--- src/rtl/dual_timer_map.svh ---
`ifndef DUAL_TIMER_MAP_SVH
`define DUAL_TIMER_MAP_SVH

// configuration byte offsets
`define OFS_CONTROL 8'h98
`define OFS_A_COUNT 8'h99
`define OFS_B_COUNT 8'h9a

// control register layout
`define CTL_B_START 7
`define CTL_B_RELOAD 6
`define CTL_B_TICK_HI 5
`define CTL_B_TICK_LO 4
`define CTL_A_START 3
`define CTL_A_RELOAD 2
`define CTL_A_TICK_HI 1
`define CTL_A_TICK_LO 0
`define CTL_RESET 8'h10
`define COUNT_RESET 8'h00

// event status / enable bit positions
`define STS_A_BIT 12
`define STS_B_BIT 13

// tick select encodings
`define TICK_OFF 2'h0
`define TICK_FAST 2'h1
`define TICK_SEC 2'h2
`define TICK_MIN 2'h3

// tick periods
`define CLK_PERIOD_NS 100
`define MS_NS 1000000
`define SIXTEENTH_NS 62500000
`define SEC_NS 1000000000
`define MS_CYCLES (`MS_NS / `CLK_PERIOD_NS)
`define SIXTEENTH_CYCLES (`SIXTEENTH_NS / `CLK_PERIOD_NS)
`define SEC_CYCLES (`SEC_NS / `CLK_PERIOD_NS)
`define SEC_PER_MIN 60

`endif

--- src/rtl/dual_timer_pkg.sv ---
package dual_timer_pkg;
    typedef struct packed {
        logic run;
        logic [7:0] count;
        logic expire;
    } timer_state_t;
endpackage : dual_timer_pkg

--- src/rtl/timer_tick_if.sv ---
`timescale 1ns/100ps
interface timer_tick_if;
    logic tick_ms;
    logic tick_sixteenth;
    logic tick_sec;
    logic tick_min;
    modport source (output tick_ms, output tick_sixteenth, output tick_sec, output tick_min);
    modport sink (input tick_ms, input tick_sixteenth, input tick_sec, input tick_min);
endinterface : timer_tick_if

--- src/rtl/dual_timer.sv ---
`timescale 1ns/100ps
`include "dual_timer_map.svh"
module dual_timer
    import dual_timer_pkg::*;
#(
    parameter int unsigned MS_DIV = `MS_CYCLES,
    parameter int unsigned SIXTEENTH_DIV = `SIXTEENTH_CYCLES,
    parameter int unsigned SEC_DIV = `SEC_CYCLES,
    parameter int unsigned MIN_DIV = `SEC_PER_MIN
) (
    input wire logic clk_sys,
    input wire logic nrst,
    input wire logic [7:0] cfg_addr,
    input wire logic cfg_wr,
    input wire logic cfg_rd,
    input wire logic [7:0] cfg_wdata,
    output logic [7:0] cfg_rdata,
    input wire logic reload_event,
    input wire logic [15:0] pm_event_smi_enable_reg,
    output logic [15:0] pm_event_status_reg,
    input wire logic [15:0] status_clear,
    output logic smi_req
);
    typedef struct packed {
        logic [7:0] ctl;
        logic [7:0] load_a;
        logic [7:0] load_b;
        timer_state_t ta;
        timer_state_t tb;
        logic [15:0] status;
        logic smi;
        logic [7:0] rdata;
    } top_state_t;
    top_state_t st, next_st;

    timer_tick_if ticks();

    timer_tick_gen #(
        .MS_DIV(MS_DIV),
        .SIXTEENTH_DIV(SIXTEENTH_DIV),
        .SEC_DIV(SEC_DIV),
        .MIN_DIV(MIN_DIV)
    ) u_ticks (
        .clk_sys(clk_sys),
        .nrst(nrst),
        .ticks(ticks)
    );

    // pick the tick pulse for a select code; timer a uses ms on code 01, b uses 1/16 s
    // every pulse comes in as an argument: a continuous assignment only wakes on its arguments
    function automatic logic pick_tick(input logic [1:0] sel, input logic fast, input logic slow_sec,
                                       input logic slow_min);
        logic t;
        t = 1'b0;
        case (sel)
            `TICK_OFF: t = 1'b0;
            `TICK_FAST: t = fast;
            `TICK_SEC: t = slow_sec;
            `TICK_MIN: t = slow_min;
            default: t = 1'b0;
        endcase
        return t;
    endfunction : pick_tick

    // one timer step: start, event reload, decrement, expiry
    function automatic timer_state_t step(input timer_state_t t, input logic start_rise, input logic start,
                                          input logic [7:0] load, input logic auto_rl, input logic tick);
        timer_state_t n;
        n = t;
        n.expire = 1'b0;
        if (start_rise) begin
            n.run = 1'b1;
            n.count = load;
        end else if (!start) begin
            n.run = 1'b0;
        end else if (t.run && reload_event) begin
            n.count = load;
        end else if (t.run && tick) begin
            if (t.count == 8'h01 || t.count == 8'h00) begin
                n.expire = 1'b1;
                n.count = auto_rl ? load : 8'h00;
                n.run = auto_rl;
            end else begin
                n.count = t.count - 8'h01;
            end
        end
        return n;
    endfunction : step

    logic wr_ctl;
    logic start_a_rise;
    logic start_b_rise;
    logic tick_a;
    logic tick_b;
    assign wr_ctl = cfg_wr && cfg_addr == `OFS_CONTROL;
    assign start_a_rise = wr_ctl && cfg_wdata[`CTL_A_START] && !st.ctl[`CTL_A_START];
    assign start_b_rise = wr_ctl && cfg_wdata[`CTL_B_START] && !st.ctl[`CTL_B_START];
    assign tick_a = pick_tick(st.ctl[`CTL_A_TICK_HI:`CTL_A_TICK_LO], ticks.tick_ms, ticks.tick_sec,
                              ticks.tick_min);
    assign tick_b = pick_tick(st.ctl[`CTL_B_TICK_HI:`CTL_B_TICK_LO], ticks.tick_sixteenth, ticks.tick_sec,
                              ticks.tick_min);

    // register writes, timer stepping, sticky status and reads
    always_comb begin
        next_st = st;
        if (wr_ctl) begin
            next_st.ctl = cfg_wdata;
        end
        if (cfg_wr && cfg_addr == `OFS_A_COUNT) begin
            next_st.load_a = cfg_wdata;
        end
        if (cfg_wr && cfg_addr == `OFS_B_COUNT) begin
            next_st.load_b = cfg_wdata;
        end
        // a tick select of 00 simply never ticks, so the count holds unless a start write loads it or reload_event reloads a running timer
        next_st.ta = step(st.ta, start_a_rise, next_st.ctl[`CTL_A_START], st.load_a,
                          st.ctl[`CTL_A_RELOAD], tick_a);
        next_st.tb = step(st.tb, start_b_rise, next_st.ctl[`CTL_B_START], st.load_b,
                          st.ctl[`CTL_B_RELOAD], tick_b);
        // clear first, then the set wins over a same-cycle clear
        next_st.status = st.status & ~status_clear;
        if (st.ta.expire) begin
            next_st.status[`STS_A_BIT] = 1'b1;
        end
        if (st.tb.expire) begin
            next_st.status[`STS_B_BIT] = 1'b1;
        end
        next_st.smi = (st.ta.expire && pm_event_smi_enable_reg[`STS_A_BIT]) ||
                      (st.tb.expire && pm_event_smi_enable_reg[`STS_B_BIT]);
        next_st.rdata = st.rdata;
        if (cfg_rd) begin
            case (cfg_addr)
                `OFS_CONTROL: next_st.rdata = st.ctl;
                `OFS_A_COUNT: next_st.rdata = st.ta.count;
                `OFS_B_COUNT: next_st.rdata = st.tb.count;
                default: next_st.rdata = 8'h00;
            endcase
        end
    end

    always_ff @(posedge clk_sys or negedge nrst) begin
        if (!nrst) begin
            st <= '0;
            st.ctl <= `CTL_RESET;
            st.load_a <= `COUNT_RESET;
            st.load_b <= `COUNT_RESET;
        end else begin
            st <= next_st;
        end
    end

    assign cfg_rdata = st.rdata;
    assign pm_event_status_reg = st.status;
    assign smi_req = st.smi;

    start_loads_a: assert property (@(posedge clk_sys) disable iff (!nrst)
        start_a_rise |=> st.ta.run && st.ta.count == $past(st.load_a))
        else $error("timer a start did not load count");
    event_reload_a: assert property (@(posedge clk_sys) disable iff (!nrst)
        st.ta.run && st.ctl[`CTL_A_START] && !wr_ctl && reload_event |=> st.ta.count == $past(st.load_a))
        else $error("timer a not reloaded by event");
    status_a_set_a: assert property (@(posedge clk_sys) disable iff (!nrst)
        st.ta.expire |=> pm_event_status_reg[`STS_A_BIT])
        else $error("timer a status not set");
    smi_gate_a: assert property (@(posedge clk_sys) disable iff (!nrst)
        smi_req |-> $past(st.ta.expire && pm_event_smi_enable_reg[`STS_A_BIT]) ||
                    $past(st.tb.expire && pm_event_smi_enable_reg[`STS_B_BIT]))
        else $error("smi without enabled expiry");
    stop_zero_a: assert property (@(posedge clk_sys) disable iff (!nrst)
        st.ta.expire && !st.ctl[`CTL_A_RELOAD] && !$past(wr_ctl) |-> !st.ta.run && st.ta.count == 8'h00)
        else $error("timer a did not stop at zero");
    freeze_off_a: assert property (@(posedge clk_sys) disable iff (!nrst)
        st.ctl[`CTL_A_TICK_HI:`CTL_A_TICK_LO] == `TICK_OFF && !reload_event && !wr_ctl
        |=> st.ta.count == $past(st.ta.count))
        else $error("timer a moved with tick off");
    auto_reload_b_a: assert property (@(posedge clk_sys) disable iff (!nrst)
        st.tb.expire && st.ctl[`CTL_B_RELOAD] && !$past(wr_ctl) |-> st.tb.run && st.tb.count == $past(st.load_b))
        else $error("timer b did not auto reload");
    status_b_set_a: assert property (@(posedge clk_sys) disable iff (!nrst)
        st.tb.expire |=> pm_event_status_reg[`STS_B_BIT])
        else $error("timer b status not set");
    read_live_a: assert property (@(posedge clk_sys) disable iff (!nrst)
        cfg_rd && cfg_addr == `OFS_A_COUNT |=> cfg_rdata == $past(st.ta.count))
        else $error("timer a read not live count");

    // second set: timer b mirrors, smi and sticky status, tick sources and idle hold
    smi_enabled_a: assert property (@(posedge clk_sys) disable iff (!nrst)
        st.ta.expire && pm_event_smi_enable_reg[`STS_A_BIT] |=> smi_req)
        else $error("enabled timer a expiry gave no smi");
    status_sticky_a: assert property (@(posedge clk_sys) disable iff (!nrst)
        pm_event_status_reg[`STS_A_BIT] && !status_clear[`STS_A_BIT] |=> pm_event_status_reg[`STS_A_BIT])
        else $error("timer a status dropped without clear");
    read_live_b_a: assert property (@(posedge clk_sys) disable iff (!nrst)
        cfg_rd && cfg_addr == `OFS_B_COUNT |=> cfg_rdata == $past(st.tb.count))
        else $error("timer b read not live count");
    load_write_b_a: assert property (@(posedge clk_sys) disable iff (!nrst)
        cfg_wr && cfg_addr == `OFS_B_COUNT |=> st.load_b == $past(cfg_wdata))
        else $error("timer b load value not stored");
    start_loads_b_a: assert property (@(posedge clk_sys) disable iff (!nrst)
        start_b_rise |=> st.tb.run && st.tb.count == $past(st.load_b))
        else $error("timer b start did not load count");
    stop_zero_b_a: assert property (@(posedge clk_sys) disable iff (!nrst)
        st.tb.expire && !st.ctl[`CTL_B_RELOAD] && !$past(wr_ctl) |-> !st.tb.run && st.tb.count == 8'h00)
        else $error("timer b did not halt at zero");
    rearm_ta_a: assert property (@(posedge clk_sys) disable iff (!nrst)
        st.ta.expire && st.ctl[`CTL_A_RELOAD] && !$past(wr_ctl) |-> st.ta.run && st.ta.count == $past(st.load_a))
        else $error("timer a did not auto reload");
    tick_step_a: assert property (@(posedge clk_sys) disable iff (!nrst)
        st.ta.run && st.ctl[`CTL_A_START] && !wr_ctl && !reload_event && tick_a && st.ta.count > 8'h01
        |=> st.ta.count == $past(st.ta.count) - 8'h01)
        else $error("timer a did not step by one");
    idle_hold_a: assert property (@(posedge clk_sys) disable iff (!nrst)
        !st.ta.run && !wr_ctl |=> st.ta.count == $past(st.ta.count))
        else $error("stopped timer a count moved");
    minute_tick_a: assert property (@(posedge clk_sys) disable iff (!nrst)
        st.ctl[`CTL_A_TICK_HI:`CTL_A_TICK_LO] == `TICK_MIN |-> tick_a == ticks.tick_min)
        else $error("timer a minute tick wrong");
    second_tick_a: assert property (@(posedge clk_sys) disable iff (!nrst)
        st.ctl[`CTL_B_TICK_HI:`CTL_B_TICK_LO] == `TICK_SEC |-> tick_b == ticks.tick_sec)
        else $error("timer b second tick wrong");
endmodule : dual_timer

--- src/rtl/timer_tick_gen.sv ---
`timescale 1ns/100ps
`include "dual_timer_map.svh"
module timer_tick_gen #(
    parameter int unsigned MS_DIV = `MS_CYCLES,
    parameter int unsigned SIXTEENTH_DIV = `SIXTEENTH_CYCLES,
    parameter int unsigned SEC_DIV = `SEC_CYCLES,
    parameter int unsigned MIN_DIV = `SEC_PER_MIN
) (
    input wire logic clk_sys,
    input wire logic nrst,
    timer_tick_if.source ticks
);
    typedef struct packed {
        logic [31:0] ms_cnt;
        logic [31:0] s16_cnt;
        logic [31:0] sec_cnt;
        logic [7:0] min_cnt;
        logic ms;
        logic s16;
        logic sec;
        logic min;
    } tick_state_t;
    tick_state_t st, next_st;

    // free dividers, each a one-cycle pulse; minute counts second pulses
    always_comb begin
        next_st = st;
        next_st.ms = 1'b0;
        next_st.s16 = 1'b0;
        next_st.sec = 1'b0;
        next_st.min = 1'b0;
        next_st.ms_cnt = st.ms_cnt + 32'h1;
        if (st.ms_cnt >= 32'(MS_DIV - 1)) begin
            next_st.ms_cnt = 32'h0;
            next_st.ms = 1'b1;
        end
        next_st.s16_cnt = st.s16_cnt + 32'h1;
        if (st.s16_cnt >= 32'(SIXTEENTH_DIV - 1)) begin
            next_st.s16_cnt = 32'h0;
            next_st.s16 = 1'b1;
        end
        next_st.sec_cnt = st.sec_cnt + 32'h1;
        if (st.sec_cnt >= 32'(SEC_DIV - 1)) begin
            next_st.sec_cnt = 32'h0;
            next_st.sec = 1'b1;
            next_st.min_cnt = st.min_cnt + 8'h1;
            if (st.min_cnt >= 8'(MIN_DIV - 1)) begin
                next_st.min_cnt = 8'h0;
                next_st.min = 1'b1;
            end
        end
    end

    always_ff @(posedge clk_sys or negedge nrst) begin
        if (!nrst) begin
            st <= '0;
        end else begin
            st <= next_st;
        end
    end

    assign ticks.tick_ms = st.ms;
    assign ticks.tick_sixteenth = st.s16;
    assign ticks.tick_sec = st.sec;
    assign ticks.tick_min = st.min;
endmodule : timer_tick_gen

--- config.mk ---
export PLATFORM = sky130hd
export DESIGN_NAME = dual_timer
export DESIGN_NICKNAME = d
export VERILOG_FILES = /design/src/rtl/dual_timer_pkg.sv /design/src/rtl/timer_tick_if.sv /design/src/rtl/dual_timer.sv /design/src/rtl/timer_tick_gen.sv
export VERILOG_INCLUDE_DIRS = /design/src /design/src/rtl
export SDC_FILE = /design/constraint.sdc
export NUM_CORES = 1
export LEC_CHECK = 0
export BUFFER_PORTS_ARGS = -buffer_cell sky130_fd_sc_hd__buf_2
export CORE_UTILIZATION = 45
export CTS_BUF_LIST = sky130_fd_sc_hd__clkbuf_4
export DETAILED_ROUTE_END_ITERATION = 10
export GPL_ROUTABILITY_DRIVEN = 0
export GPL_TIMING_DRIVEN = 0
export HOLD_SLACK_MARGIN = 0.08
export PLACE_DENSITY = 0.66
export SLEW_MARGIN = 20
export SYNTH_ARGS = -nofsm -noshare
export SYNTH_HDL_FRONTEND = slang
export SYNTH_SLANG_ARGS = --single-unit
--- constraint.sdc ---
create_clock -name clk_sys -period 2.1 [get_ports clk_sys]
set_input_delay 0.105 -clock clk_sys [delete_from_list [all_inputs] [get_ports clk_sys]]
set_output_delay 0.105 -clock clk_sys [all_outputs]
set_load 0.02 [all_outputs]
==> reports/results.txt, run 1 <==
The run finished with clean final reports. In this design, the largest share of critical-path delay is due to compound AO/OA/AOI/OAI gates. Number of buffer and inverter stages on the critical path: 1. The slowest cell on the critical path is sky130_fd_sc_hd__a2111oi_2. STA classifies the critical path endpoint as a flip-flop. The synthesized design spends more area on one cell type than any other, namely sky130_fd_sc_hd__dfrtp_1.

The number of synthesized register bits came out at 177. The setup TNS after final layout is 0 ps, and the pin count of the biggest net entering global routing is 83. The number of global-route vias before repair is 6001, and the number of flip-flops in the largest register is 104.

In the final routed layout, each cell accounts on average for 14.1 um. The arrival time of data at the critical path endpoint was 2550 ps. TritonCTS built the clock tree. Once layout is complete, the cells apart from fillers number 1202.

The number of pins with negative max-slew slack in the final report is 0, and the first-iteration detailed-routing DRC count is 331. After filler insertion, the fill cell instance count of the layout stands at 1587. Count of different cell masters after synthesis: 76. Die height: 137 um.

Across the routed clock network, the largest skew measured is 15.5 ps. Top achievable clock speed: 0.482 GHz. Proportion of netlist area held by the largest area contributor: 0.535. The count of nets left with antenna violations once routing finished came out at 0. Clock-pin slew was measured on the worst setup and hold paths at 150 ps. The area of the core is 18000 sq um, and the time the worst path needs with I/O delays and setup is 2080 ps. By area the synthesized netlist is led by sky130_fd_sc_hd__dfrtp_1 (54%), sky130_fd_sc_hd__nor2_1 (3.4%), sky130_fd_sc_hd__xor2_1 (3.1%).

The aggregate global-route resource usage was 0.192; the row count was 49. After layout, the design draws a total of 7.59 mW. The worst setup path is of the reg -> reg kind.

The run gives 0 as the total of max-cap violations. The post-route fraction of the period consumed by the critical path was 0.988; the largest stage delay on the critical path was 460 ps. Area growth from synthesis to layout: 24.5%. The min-delay analysis places its worst path in the category in -> reg. No sink is reached through more buffers than the 2 on the longest clock path. The cell repeated most along the worst path was sky130_fd_sc_hd__a211oi_2.

The relative max-transition margin came out at 0.523. The tools report the worst supply voltage drop on vdd as 465 uV. The area of the mapped netlist is 8230 sq um.

At the pin with the least slew margin, the transition time is 716 ps. The count of buffers added on input and output ports is 62. The proportion of synthesized flip-flops having asynchronous set or reset was 1.00. The highest fanout seen on the critical path was 5; the via count normalized by instance count was 5.25.

The H-tree level count was 4; the number of cells produced by synthesis was 774. At the placement stage, the worst setup path has a slack of -393 ps. CTS saw 177 sinks.

The multi-input combinational cells in the finished layout cover a total of 3750 sq um. The overflow left after global routing came out at 0. The number of nets in the finished design is 1020. The fraction of final layout cells sized beyond drive strength 1 works out to 0.234.

The number of CTS-inserted buffers was 17; the number of flops mapped to enable cells by yosys was 0. The sequential-to-total area share from yosys stat is 0.539, and the data required time at the worst endpoint is 2570 ps. The die area was 18800 sq um; the area taken by flip-flops and latches was 4440 sq um.

For this design the static power due to leakage is 4.56 nW. The tools report the total half-perimeter wirelength after legalization and detailed placement as 11.0 mm. The I/O pin count was 78; the number of setup violations in the final report was 0. The first global-routing pass estimated 28.4 mm of wire.

Setup repair after global routing could not meet its margin everywhere. Post-synthesis area per instance: 10.6 sq um. Once routing completed, OpenROAD measured the worst setup slack at 25.0 ps. Including well taps, the total number of placed cells is 1104. The routed wire length was 16.9 mm. For the total number of yosys warnings, the log shows 0.

Walking the worst path, the cells encountered are ha_4 > a211oi_2 > o211ai_1 > a2111oi_2 > o21ai_2 > buf_6 > a211oi_2. At the later pin of the worst-skew pair, clock insertion delay measures 560 ps. The library cell used as clock root buffer is sky130_fd_sc_hd__clkbuf_4. Detailed routing inserted a total of 6311 vias. The leading register cell type out of synthesis is sky130_fd_sc_hd__dfrtp_1. The logs give 0.458 for the initial core utilization and 0 for the DRC violations left. Power spread over the standard cell area amounts to 742 nW/um^2. The run gives 0 as the number of hold-slack violations in the final timing report. STA classifies the critical path startpoint as a flip-flop.

The initial antenna violation count is 1, and the iteration count of the initial detailed-routing pass is 5. From left edge to right edge, the die measures 137 um.
## layout by cell type, fill, tap and decap left out, types with 25 or more instances in the layout
cell type                       instances
sky130_fd_sc_hd__dfrtp_1              172
sky130_fd_sc_hd__nor2_1                74
sky130_fd_sc_hd__buf_2                 63
sky130_fd_sc_hd__nand2_1               51
sky130_fd_sc_hd__buf_4                 44
sky130_fd_sc_hd__dlygate4sd3_1         43
sky130_fd_sc_hd__nand3_1               42
sky130_fd_sc_hd__conb_1                38
sky130_fd_sc_hd__inv_1                 33
sky130_fd_sc_hd__xor2_1                29
sky130_fd_sc_hd__xnor2_1               25
## worst reg2reg max path, cell delays in order, from the launching register on
cell	delay (ps)
sky130_fd_sc_hd__dfrtp_1	440
sky130_fd_sc_hd__ha_4	180
sky130_fd_sc_hd__a211oi_2	170
sky130_fd_sc_hd__o211ai_1	170
sky130_fd_sc_hd__a2111oi_2	460
sky130_fd_sc_hd__o21ai_2	200
sky130_fd_sc_hd__buf_6	190
sky130_fd_sc_hd__a211oi_2	200
## metal layers
layer,track usage,part of all wire,vias up
met3,0.0397,0.038,23
met1,0.259,0.47,3077
met5,0,0,-
met2,0.311,0.47,138
li1,-,-,3073
met4,0.0592,0.017,0
## Yosys cell counts, types with 4 or more instances
library cell and count:
sky130_fd_sc_hd__xor2_1 29, sky130_fd_sc_hd__nor4_1 17, sky130_fd_sc_hd__and3_1 17, sky130_fd_sc_hd__o211ai_1 6
sky130_fd_sc_hd__ha_1 8, sky130_fd_sc_hd__a31oi_1 7, sky130_fd_sc_hd__nor3b_1 6, sky130_fd_sc_hd__nor3_1 13
sky130_fd_sc_hd__and2_1 10, sky130_fd_sc_hd__inv_1 33, sky130_fd_sc_hd__nor4_2 4, sky130_fd_sc_hd__a211oi_1 26
sky130_fd_sc_hd__a21oi_1 23, sky130_fd_sc_hd__or4_1 5, sky130_fd_sc_hd__nand2_1 52, sky130_fd_sc_hd__dfrtp_1 176
sky130_fd_sc_hd__o22ai_1 9, sky130_fd_sc_hd__mux2_2 14, sky130_fd_sc_hd__nor2_1 74, sky130_fd_sc_hd__buf_4 26
sky130_fd_sc_hd__nand3_1 42, sky130_fd_sc_hd__nand4_1 10, sky130_fd_sc_hd__xnor2_1 25, sky130_fd_sc_hd__o21ai_0 18
sky130_fd_sc_hd__a221o_1 6, sky130_fd_sc_hd__nor2b_1 16, sky130_fd_sc_hd__clkbuf_1 18, sky130_fd_sc_hd__mux2i_1 11
## what timing repair did
item                                   4_1_cts  5_1_grt
hold buffers                                43        1
buffers inserted                             4       15
pin swaps                                    5       29
endpoints found under the hold margin      158        2
resized for setup                           22       40
setup endpoints to repair                   53       55
cloned                                       1        2
## final timing paths
| kind | startpoint | to | slack (ps) | cells after the start |
|---|---|---|---|---|
| hold reg to reg | st[35]$_DFF_PN0_ | pm_event_status_reg[12]$_DFF_PN0_ | 480 | 1 |
| setup / recovery | u_ticks.st[45]$_DFF_PN0_ | u_ticks.st[55]$_DFF_PN0_ | 20 | 7 |
| min in group asynchronous | nrst | pm_event_status_reg[8]$_DFF_PN0_ | 590 | 4 |
| hold / removal | cfg_addr[5] | st[46]$_DFFE_PN0P_ | 100 | 5 |
| setup reg to reg | u_ticks.st[45]$_DFF_PN0_ | u_ticks.st[55]$_DFF_PN0_ | 20 | 7 |
| max in group asynchronous | nrst | u_ticks.st[25]$_DFF_PN0_ | 720 | 5 |
## final cells by class
type	instances	area share
multi-input combinational	553	0.366
antenna	1	0.000244
clock buffer	17	0.0125
timing repair buffer	130	0.0990
buffer	46	0.0294
tap	229	0.0280
sequential	177	0.433
inverter	34	0.0125
clock inverter	15	0.0189
## power by group
| part | total, mW | leakage [nW] | internal [mW] | switching (mW) |
|---|---|---|---|---|
| registers | 3.86 | 2.31 | 3.63 | 0.225 |
| clock network | 2.14 | 0.175 | 0.867 | 1.27 |
| logic | 1.60 | 2.08 | 0.762 | 0.839 |
## stage by stage
step | utilization | hold WS (ps) | cell area, sq um
after floorplan | - | -191 | 8370
after global placement | 0.499 | 254 | 8960
after detailed placement | 0.503 | -35.3 | 9030
after CTS | 0.551 | 82.8 | 9900
after global routing | 0.570 | 89.3 | 10200
final | 0.570 | 97.6 | 10200
## kinds of logic after synthesis
group / synth area share
XOR/XNOR: 0.0575
flip-flops: 0.539
AND/OR/NAND/NOR: 0.191
AO/OA/AOI/OAI: 0.117
other: 0.000456
multiplexers: 0.0344
buffers and inverters: 0.0493
adder cells (fa/ha/maj): 0.0122
No activity file was read; power rests on OpenSTA's default activity.
==> inputs of run 2 (changes only) <==
--- a/config.mk
+++ b/config.mk
@@ -14,6 +14,7 @@
 export GPL_TIMING_DRIVEN = 0
 export HOLD_SLACK_MARGIN = 0.08
 export PLACE_DENSITY = 0.66
+export RECOVER_POWER = 50
 export SLEW_MARGIN = 20
 export SYNTH_ARGS = -nofsm -noshare
 export SYNTH_HDL_FRONTEND = slang
==> reports/results.txt, run 2 (synthesized netlist as in run 1, its figures left out) <==
For this design the static power due to leakage is 4.45 nW. The tools report the relative max-transition margin as 0.236. Once detail routing completed, the nets flagged for antenna violations numbered 0. The flow ran to the end, but the final reports show violations. During placement, the flow inserted port buffers numbering 62.

In this run the count of I/O pins placed on the die edge is 78. The aggregate global-route resource usage is 0.192, and the number of sinks on the clock net is 177. After detailed routing, the number of vias per cell comes to 5.26. Die outline width: 137 um.

The power density normalized to cell area was 746 nW/um^2. Compared with the post-synthesis result, the final layout area differs by 23.5%. Excluding fillers, the count of instances in the completed layout stands at 1202. TritonCTS built the clock tree. Setup repair after global routing could not meet its margin everywhere. The number of cells on the critical path is 7, and the row count is 49. The library cells used most frequently in the layout, excluding fill and tap cells, are sky130_fd_sc_hd__dfrtp_1 (172), sky130_fd_sc_hd__nor2_1 (74), sky130_fd_sc_hd__nand2_1 (51). The final routed wire length divided by cell count is 14.1 um.

The library cell used as clock root buffer was sky130_fd_sc_hd__clkbuf_4. Grouping stages by cell kind, the critical path spends the most delay in simple AND/OR/NAND/NOR gates. The critical path startpoint category is an input pin. The run gives 465 uV as the worst supply voltage drop on vdd.

The fraction of final layout cells sized beyond drive strength 1 is 0.207, and the number of CTS-inserted buffers is 17. The number of placed instances, taps included, is 1104. The initial antenna violation count is 1, and the number of flip-flops in the largest register is 104. Counting instances, the worst hold path has a depth of 4. The path class of the lowest-slack min-delay path was in -> reg.

After detailed routing, the number of remaining DRC violations is 0. The most frequent standard cell in the layout excluding fill and tap cells was sky130_fd_sc_hd__dfrtp_1. The number of buffer and inverter stages on the critical path was 2; the clock latency of the later-clocked register in the worst-skew pair was 560 ps. The type of the setup path with the least slack is in -> reg. The utilization of the core after routing is 0.566, and the die height is 137 um. The core region is 18000 sq um.

Entering global routing, the biggest net connects 83 pins. For this block, the initial DRC count from the detailed router was 340. In this run the deepest clock path goes through 2 buffers. STA classifies the critical path endpoint as a flip-flop. The clock input transition at the sequential cells of the worst setup and hold paths came out at 150 ps.

For the final database, setup skew stands at 16.0 ps. For the pin with the worst max-slew slack, the measured transition is 1150 ps. The number of hold-slack violations in the final timing report came out at 0.

The total of max-cap violations is 0. The run gives 0.458 as the initial core utilization. The first-pass GRT wire length is 28.4 mm. The number of filler cells placed in the layout came out at 1611.

The run gives 0 as the number of pins with negative max-slew slack in the final report. Based on the critical path, the design can be clocked at up to 0.475 GHz. Summed over all layers, the routed wires come to 17.0 mm. In this run the number of H-tree levels came out at 4.

The critical path goes through dlygate4sd3_1 > buf_2 > nand4bb_1 > nor3_4 > mux2_4 > and2_1 > a221o_1. The run gives -6.15 ps as the final setup slack of the worst path. The number of global-route vias before repair is 6001. The post-route fraction of the period consumed by the critical path was 1.00; the data required time at the worst endpoint was 2550 ps. The highest fanout seen on the critical path was 9; the die area was 18800 sq um.

For the arrival time of data at the critical path endpoint, the log shows 2550 ps. The routed layout has 6320 vias. The slowest stage of the critical path belongs to the cell sky130_fd_sc_hd__nor3_4.

The largest stage delay on the critical path is 540 ps. For the total half-perimeter wirelength after legalization and detailed placement, the log shows 11.0 mm. For the overflow left after global routing, the log shows 0.

Setup violations remaining at the end of the flow were counted as 2. The tools report the iteration count of the initial detailed-routing pass as 5. The checks that failed: setup timing. After the last flow step, the layout net total stands at 1020. The cell depth of the worst flop-to-flop path was 7.

For the finished layout, the period the worst path requires is 2110 ps.
[run 2: timing repair]
| item | 4_1_cts | 5_1_grt |
|---|---|---|
| endpoints found under the hold margin | 158 | 2 |
| cloned | 1 | 2 |
| pin swaps | 5 | 29 |
| setup endpoints to repair | 53 | 55 |
| buffers inserted | 4 | 15 |
| gates resized for setup | 22 | 40 |
| hold buffers | 43 | 1 |
[run 2: through the flow]
stage / instance area [sq um] / setup TNS [ps] / total power, mW / hold slack (ps) / worst slack, ps
after floorplan: 8370 / 0 / 4.82 / -191 / 111
after global placement: 8960 / -339740 / 5.19 / 254 / -1910
after detailed placement: 9030 / -9520 / 5.22 / -35.3 / -393
after CTS: 9900 / 0 / 7.46 / 82.8 / 11.6
after global routing: 10200 / -2190 / 8.04 / 156 / -90.0
final: 10200 / -6.28 / 7.58 / 184 / -6.15
[run 2: final cells by class]
type                    count  area [sq um]  share of cell area
multi-input cells         553          3740               0.368
clock inverters            15           194              0.0191
inverters                  34           128              0.0126
repair buffers            130           950              0.0935
flip-flops and latches    177          4440               0.437
well taps                 229           287              0.0282
clock buffers              17           128              0.0126
diodes                      1          2.50            0.000246
plain buffers              46           302              0.0297
[run 2: worst reg2reg max path, stage by stage (launching register included)]
cell	delay, ps
sky130_fd_sc_hd__dfrtp_1	440
sky130_fd_sc_hd__ha_4	180
sky130_fd_sc_hd__a211oi_2	170
sky130_fd_sc_hd__o211ai_1	170
sky130_fd_sc_hd__a2111oi_2	460
sky130_fd_sc_hd__o21ai_2	200
sky130_fd_sc_hd__buf_6	190
sky130_fd_sc_hd__a211oi_2	200
[run 2: path summary, 6_finish.rpt]
check                                    startpoint                           endpoint  slack [ps]
min                                     cfg_addr[7]           cfg_rdata[6]$_DFFE_PN0P_         180
max in group asynchronous                      nrst  pm_event_status_reg[14]$_DFF_PN0_         210
max reg2reg                u_ticks.st[45]$_DFF_PN0_           u_ticks.st[55]$_DFF_PN0_          20
min in group asynchronous                      nrst           u_ticks.st[58]$_DFF_PN0_         810
min reg2reg                        st[35]$_DFF_PN0_  pm_event_status_reg[12]$_DFF_PN0_         480
max                                     cfg_addr[2]                 st[40]$_DFFE_PN0P_          -6
[run 2: metal layers]
metal	wire length, um	track usage	part of all wire	up-vias
li1	-	-	-	3074
met1	8020	0.259	0.47	3071
met2	7940	0.311	0.47	152
met3	693	0.0397	0.041	23
met4	299	0.0592	0.018	0
met5	0	0	0	-
[run 2: where the power goes]
part | internal (mW) | switching (mW) | total (mW) | leakage (nW)
combinational | 0.752 | 0.837 | 1.59 | 1.97
clock | 0.867 | 1.27 | 2.13 | 0.175
sequential | 3.63 | 0.225 | 3.85 | 2.31
==> inputs of run 3 (changes only) <==
--- a/config.mk
+++ b/config.mk
@@ -15,6 +15,7 @@
 export HOLD_SLACK_MARGIN = 0.08
 export PLACE_DENSITY = 0.66
 export RECOVER_POWER = 50
+export SKIP_CTS_REPAIR_TIMING = 1
 export SLEW_MARGIN = 20
 export SYNTH_ARGS = -nofsm -noshare
 export SYNTH_HDL_FRONTEND = slang
==> reports/results.txt, run 3 (synthesized netlist as in run 1, its figures left out) <==
The run finished with clean final reports. The number of nets in the finished design is 1016, and the number of buffers on the longest clock path is 2. Once detailed placement completed, the half-perimeter wirelength came to 11.0 mm. The number of global-route vias before repair is 5693, and the area of the core is 18000 sq um. For the arrival time of data at the critical path endpoint, the log shows 2540 ps. After global routing the overflow that remains totals 0. The initial antenna violation count was 1; the number of CTS-inserted buffers was 17.

The highest fanout seen on the critical path was 7; the row count was 49. The fraction of final layout cells sized beyond drive strength 1 came out at 0.204. The count of buffers inserted at the top-level ports works out to 62. The detailed router finished its first iteration with 362 violations. Setup violations remaining at the end of the flow were counted as 0.

The initial core utilization is 0.458, and the measured slew at the worst slew-check pin is 1120 ps. After clock tree synthesis, the clock-pin slew on the worst setup and hold paths is 150 ps. The type of the setup path with the least slack was reg -> reg. The pin count of the biggest net entering global routing came out at 83.

For the aggregate global-route resource usage, the log shows 0.185. Including well taps, the total number of placed cells is 1104. H-tree level count: 4. Total of max-cap violations: 0. The logs give 0 for the number of pins with negative max-slew slack in the final report and 464 uV for the worst supply voltage drop on vdd. TritonCTS built the clock tree. The final routed wire length divided by cell count was 14.1 um; the number of hold-slack violations in the final timing report was 0. The die is 137 um wide. The library cell used most frequently in the layout, excluding fill and tap cells, is sky130_fd_sc_hd__dfrtp_1. The min-delay analysis places its worst path in the category in -> reg. Overall power consumption after layout is estimated at 7.58 mW. Type of destination of the critical path: a flip-flop. After detailed routing, the number of vias per cell comes to 5.23. For the routed wire length, the log shows 16.8 mm.

STA classifies the critical path startpoint as a flip-flop. In the layout the commonest cells are sky130_fd_sc_hd__dfrtp_1 (172), sky130_fd_sc_hd__nor2_1 (74), sky130_fd_sc_hd__nand2_1 (51). Residual antenna-violating net count after detailed routing: 0.

The clock latency of the later-clocked register in the worst-skew pair is 560 ps. The first-pass GRT wire length was 27.4 mm; the top achievable clock speed was 0.482 GHz. For the finished layout, the period the worst path requires is 2080 ps.

The maximum clock skew at final layout was 13.4 ps; the DRC violations left was 0. In this run the static leakage power is 4.42 nW. Library cell used as clock root buffer: sky130_fd_sc_hd__clkbuf_4. The layout has 1624 filler cells. In the final timing run, aggregate negative setup slack is 0 ps.

The post-route fraction of the period consumed by the critical path was 0.988. The non-filler instance count after layout is 1198, and the die height is 137 um. The die covers 18800 sq um. The pre-antenna-repair detailed-routing pass consisted of 5 iterations. 78 I/O pins were placed. The area growth from synthesis to layout is 23.1%.

The number of flip-flops in the largest register came out at 104. At the worst endpoint, the required time is 2560 ps. The final route contains 6270 vias.

The relative max-transition margin was 0.253; the power density normalized to cell area was 748 nW/um^2. The tools report the number of sinks on the clock net as 177. Setup repair after global routing could not meet its margin everywhere.
==> run 3: area by class of cell <==
type | count | area (sq um) | area share
Sequential cell | 177 | 4440 | 0.438
Multi-Input combinational cell | 553 | 3760 | 0.372
Timing Repair Buffer | 126 | 896 | 0.0885
Buffer | 46 | 295 | 0.0292
Tap cell | 229 | 287 | 0.0283
Clock inverter | 15 | 194 | 0.0192
Clock buffer | 17 | 128 | 0.0126
Inverter | 34 | 128 | 0.0126
Antenna cell | 1 | 2.50 | 0.000247
==> run 3: worst max-delay path, stage by stage (launching register included) <==
cell and delay, ps:
sky130_fd_sc_hd__dfrtp_2 470, sky130_fd_sc_hd__or3_4 430, sky130_fd_sc_hd__nor4b_4 300, sky130_fd_sc_hd__buf_4 200, sky130_fd_sc_hd__nand4b_1 210, sky130_fd_sc_hd__o21ai_1 80, sky130_fd_sc_hd__a221o_1 290
==> run 3: path summary, 6_finish.rpt <==
kind / from / to / slack [ps] / cells past startpoint
max reg2reg: st[31]$_DFFE_PN0P_ / st[29]$_DFFE_PN0P_ / 20 / 6
max: st[31]$_DFFE_PN0P_ / st[29]$_DFFE_PN0P_ / 20 / 6
min reg2reg: st[35]$_DFF_PN0_ / pm_event_status_reg[12]$_DFF_PN0_ / 480 / 1
min: cfg_addr[2] / st[46]$_DFFE_PN0P_ / 90 / 4
max in group asynchronous: nrst / u_ticks.st[51]$_DFF_PN0_ / 260 / 4
min in group asynchronous: nrst / u_ticks.st[58]$_DFF_PN0_ / 770 / 4
==> run 3: routing by layer <==
| metal | up-vias | part of all wire | track usage |
|---|---|---|---|
| met5 | - | 0 | 0 |
| met4 | 0 | 0.013 | 0.0598 |
| met3 | 12 | 0.038 | 0.0394 |
| met2 | 123 | 0.46 | 0.290 |
| met1 | 3065 | 0.48 | 0.257 |
| li1 | 3070 | - | - |
==> run 3: stage by stage <==
stage | util | cell area, sq um | hold slack [ps] | setup slack (ps)
final | 0.564 | 10100 | 94.8 | 24.9
after global routing | 0.564 | 10100 | 92.7 | -50.9
after CTS | 0.520 | 9350 | -690 | -443
after detailed placement | 0.503 | 9030 | -35.3 | -393
after global placement | 0.499 | 8960 | 254 | -1910
after floorplan | - | 8370 | -191 | 111
==> run 3: power by group <==
part / switching, mW / leakage, nW / internal (mW)
logic: 0.838 / 1.93 / 0.751
clock network: 1.27 / 0.175 / 0.867
registers: 0.224 / 2.31 / 3.63
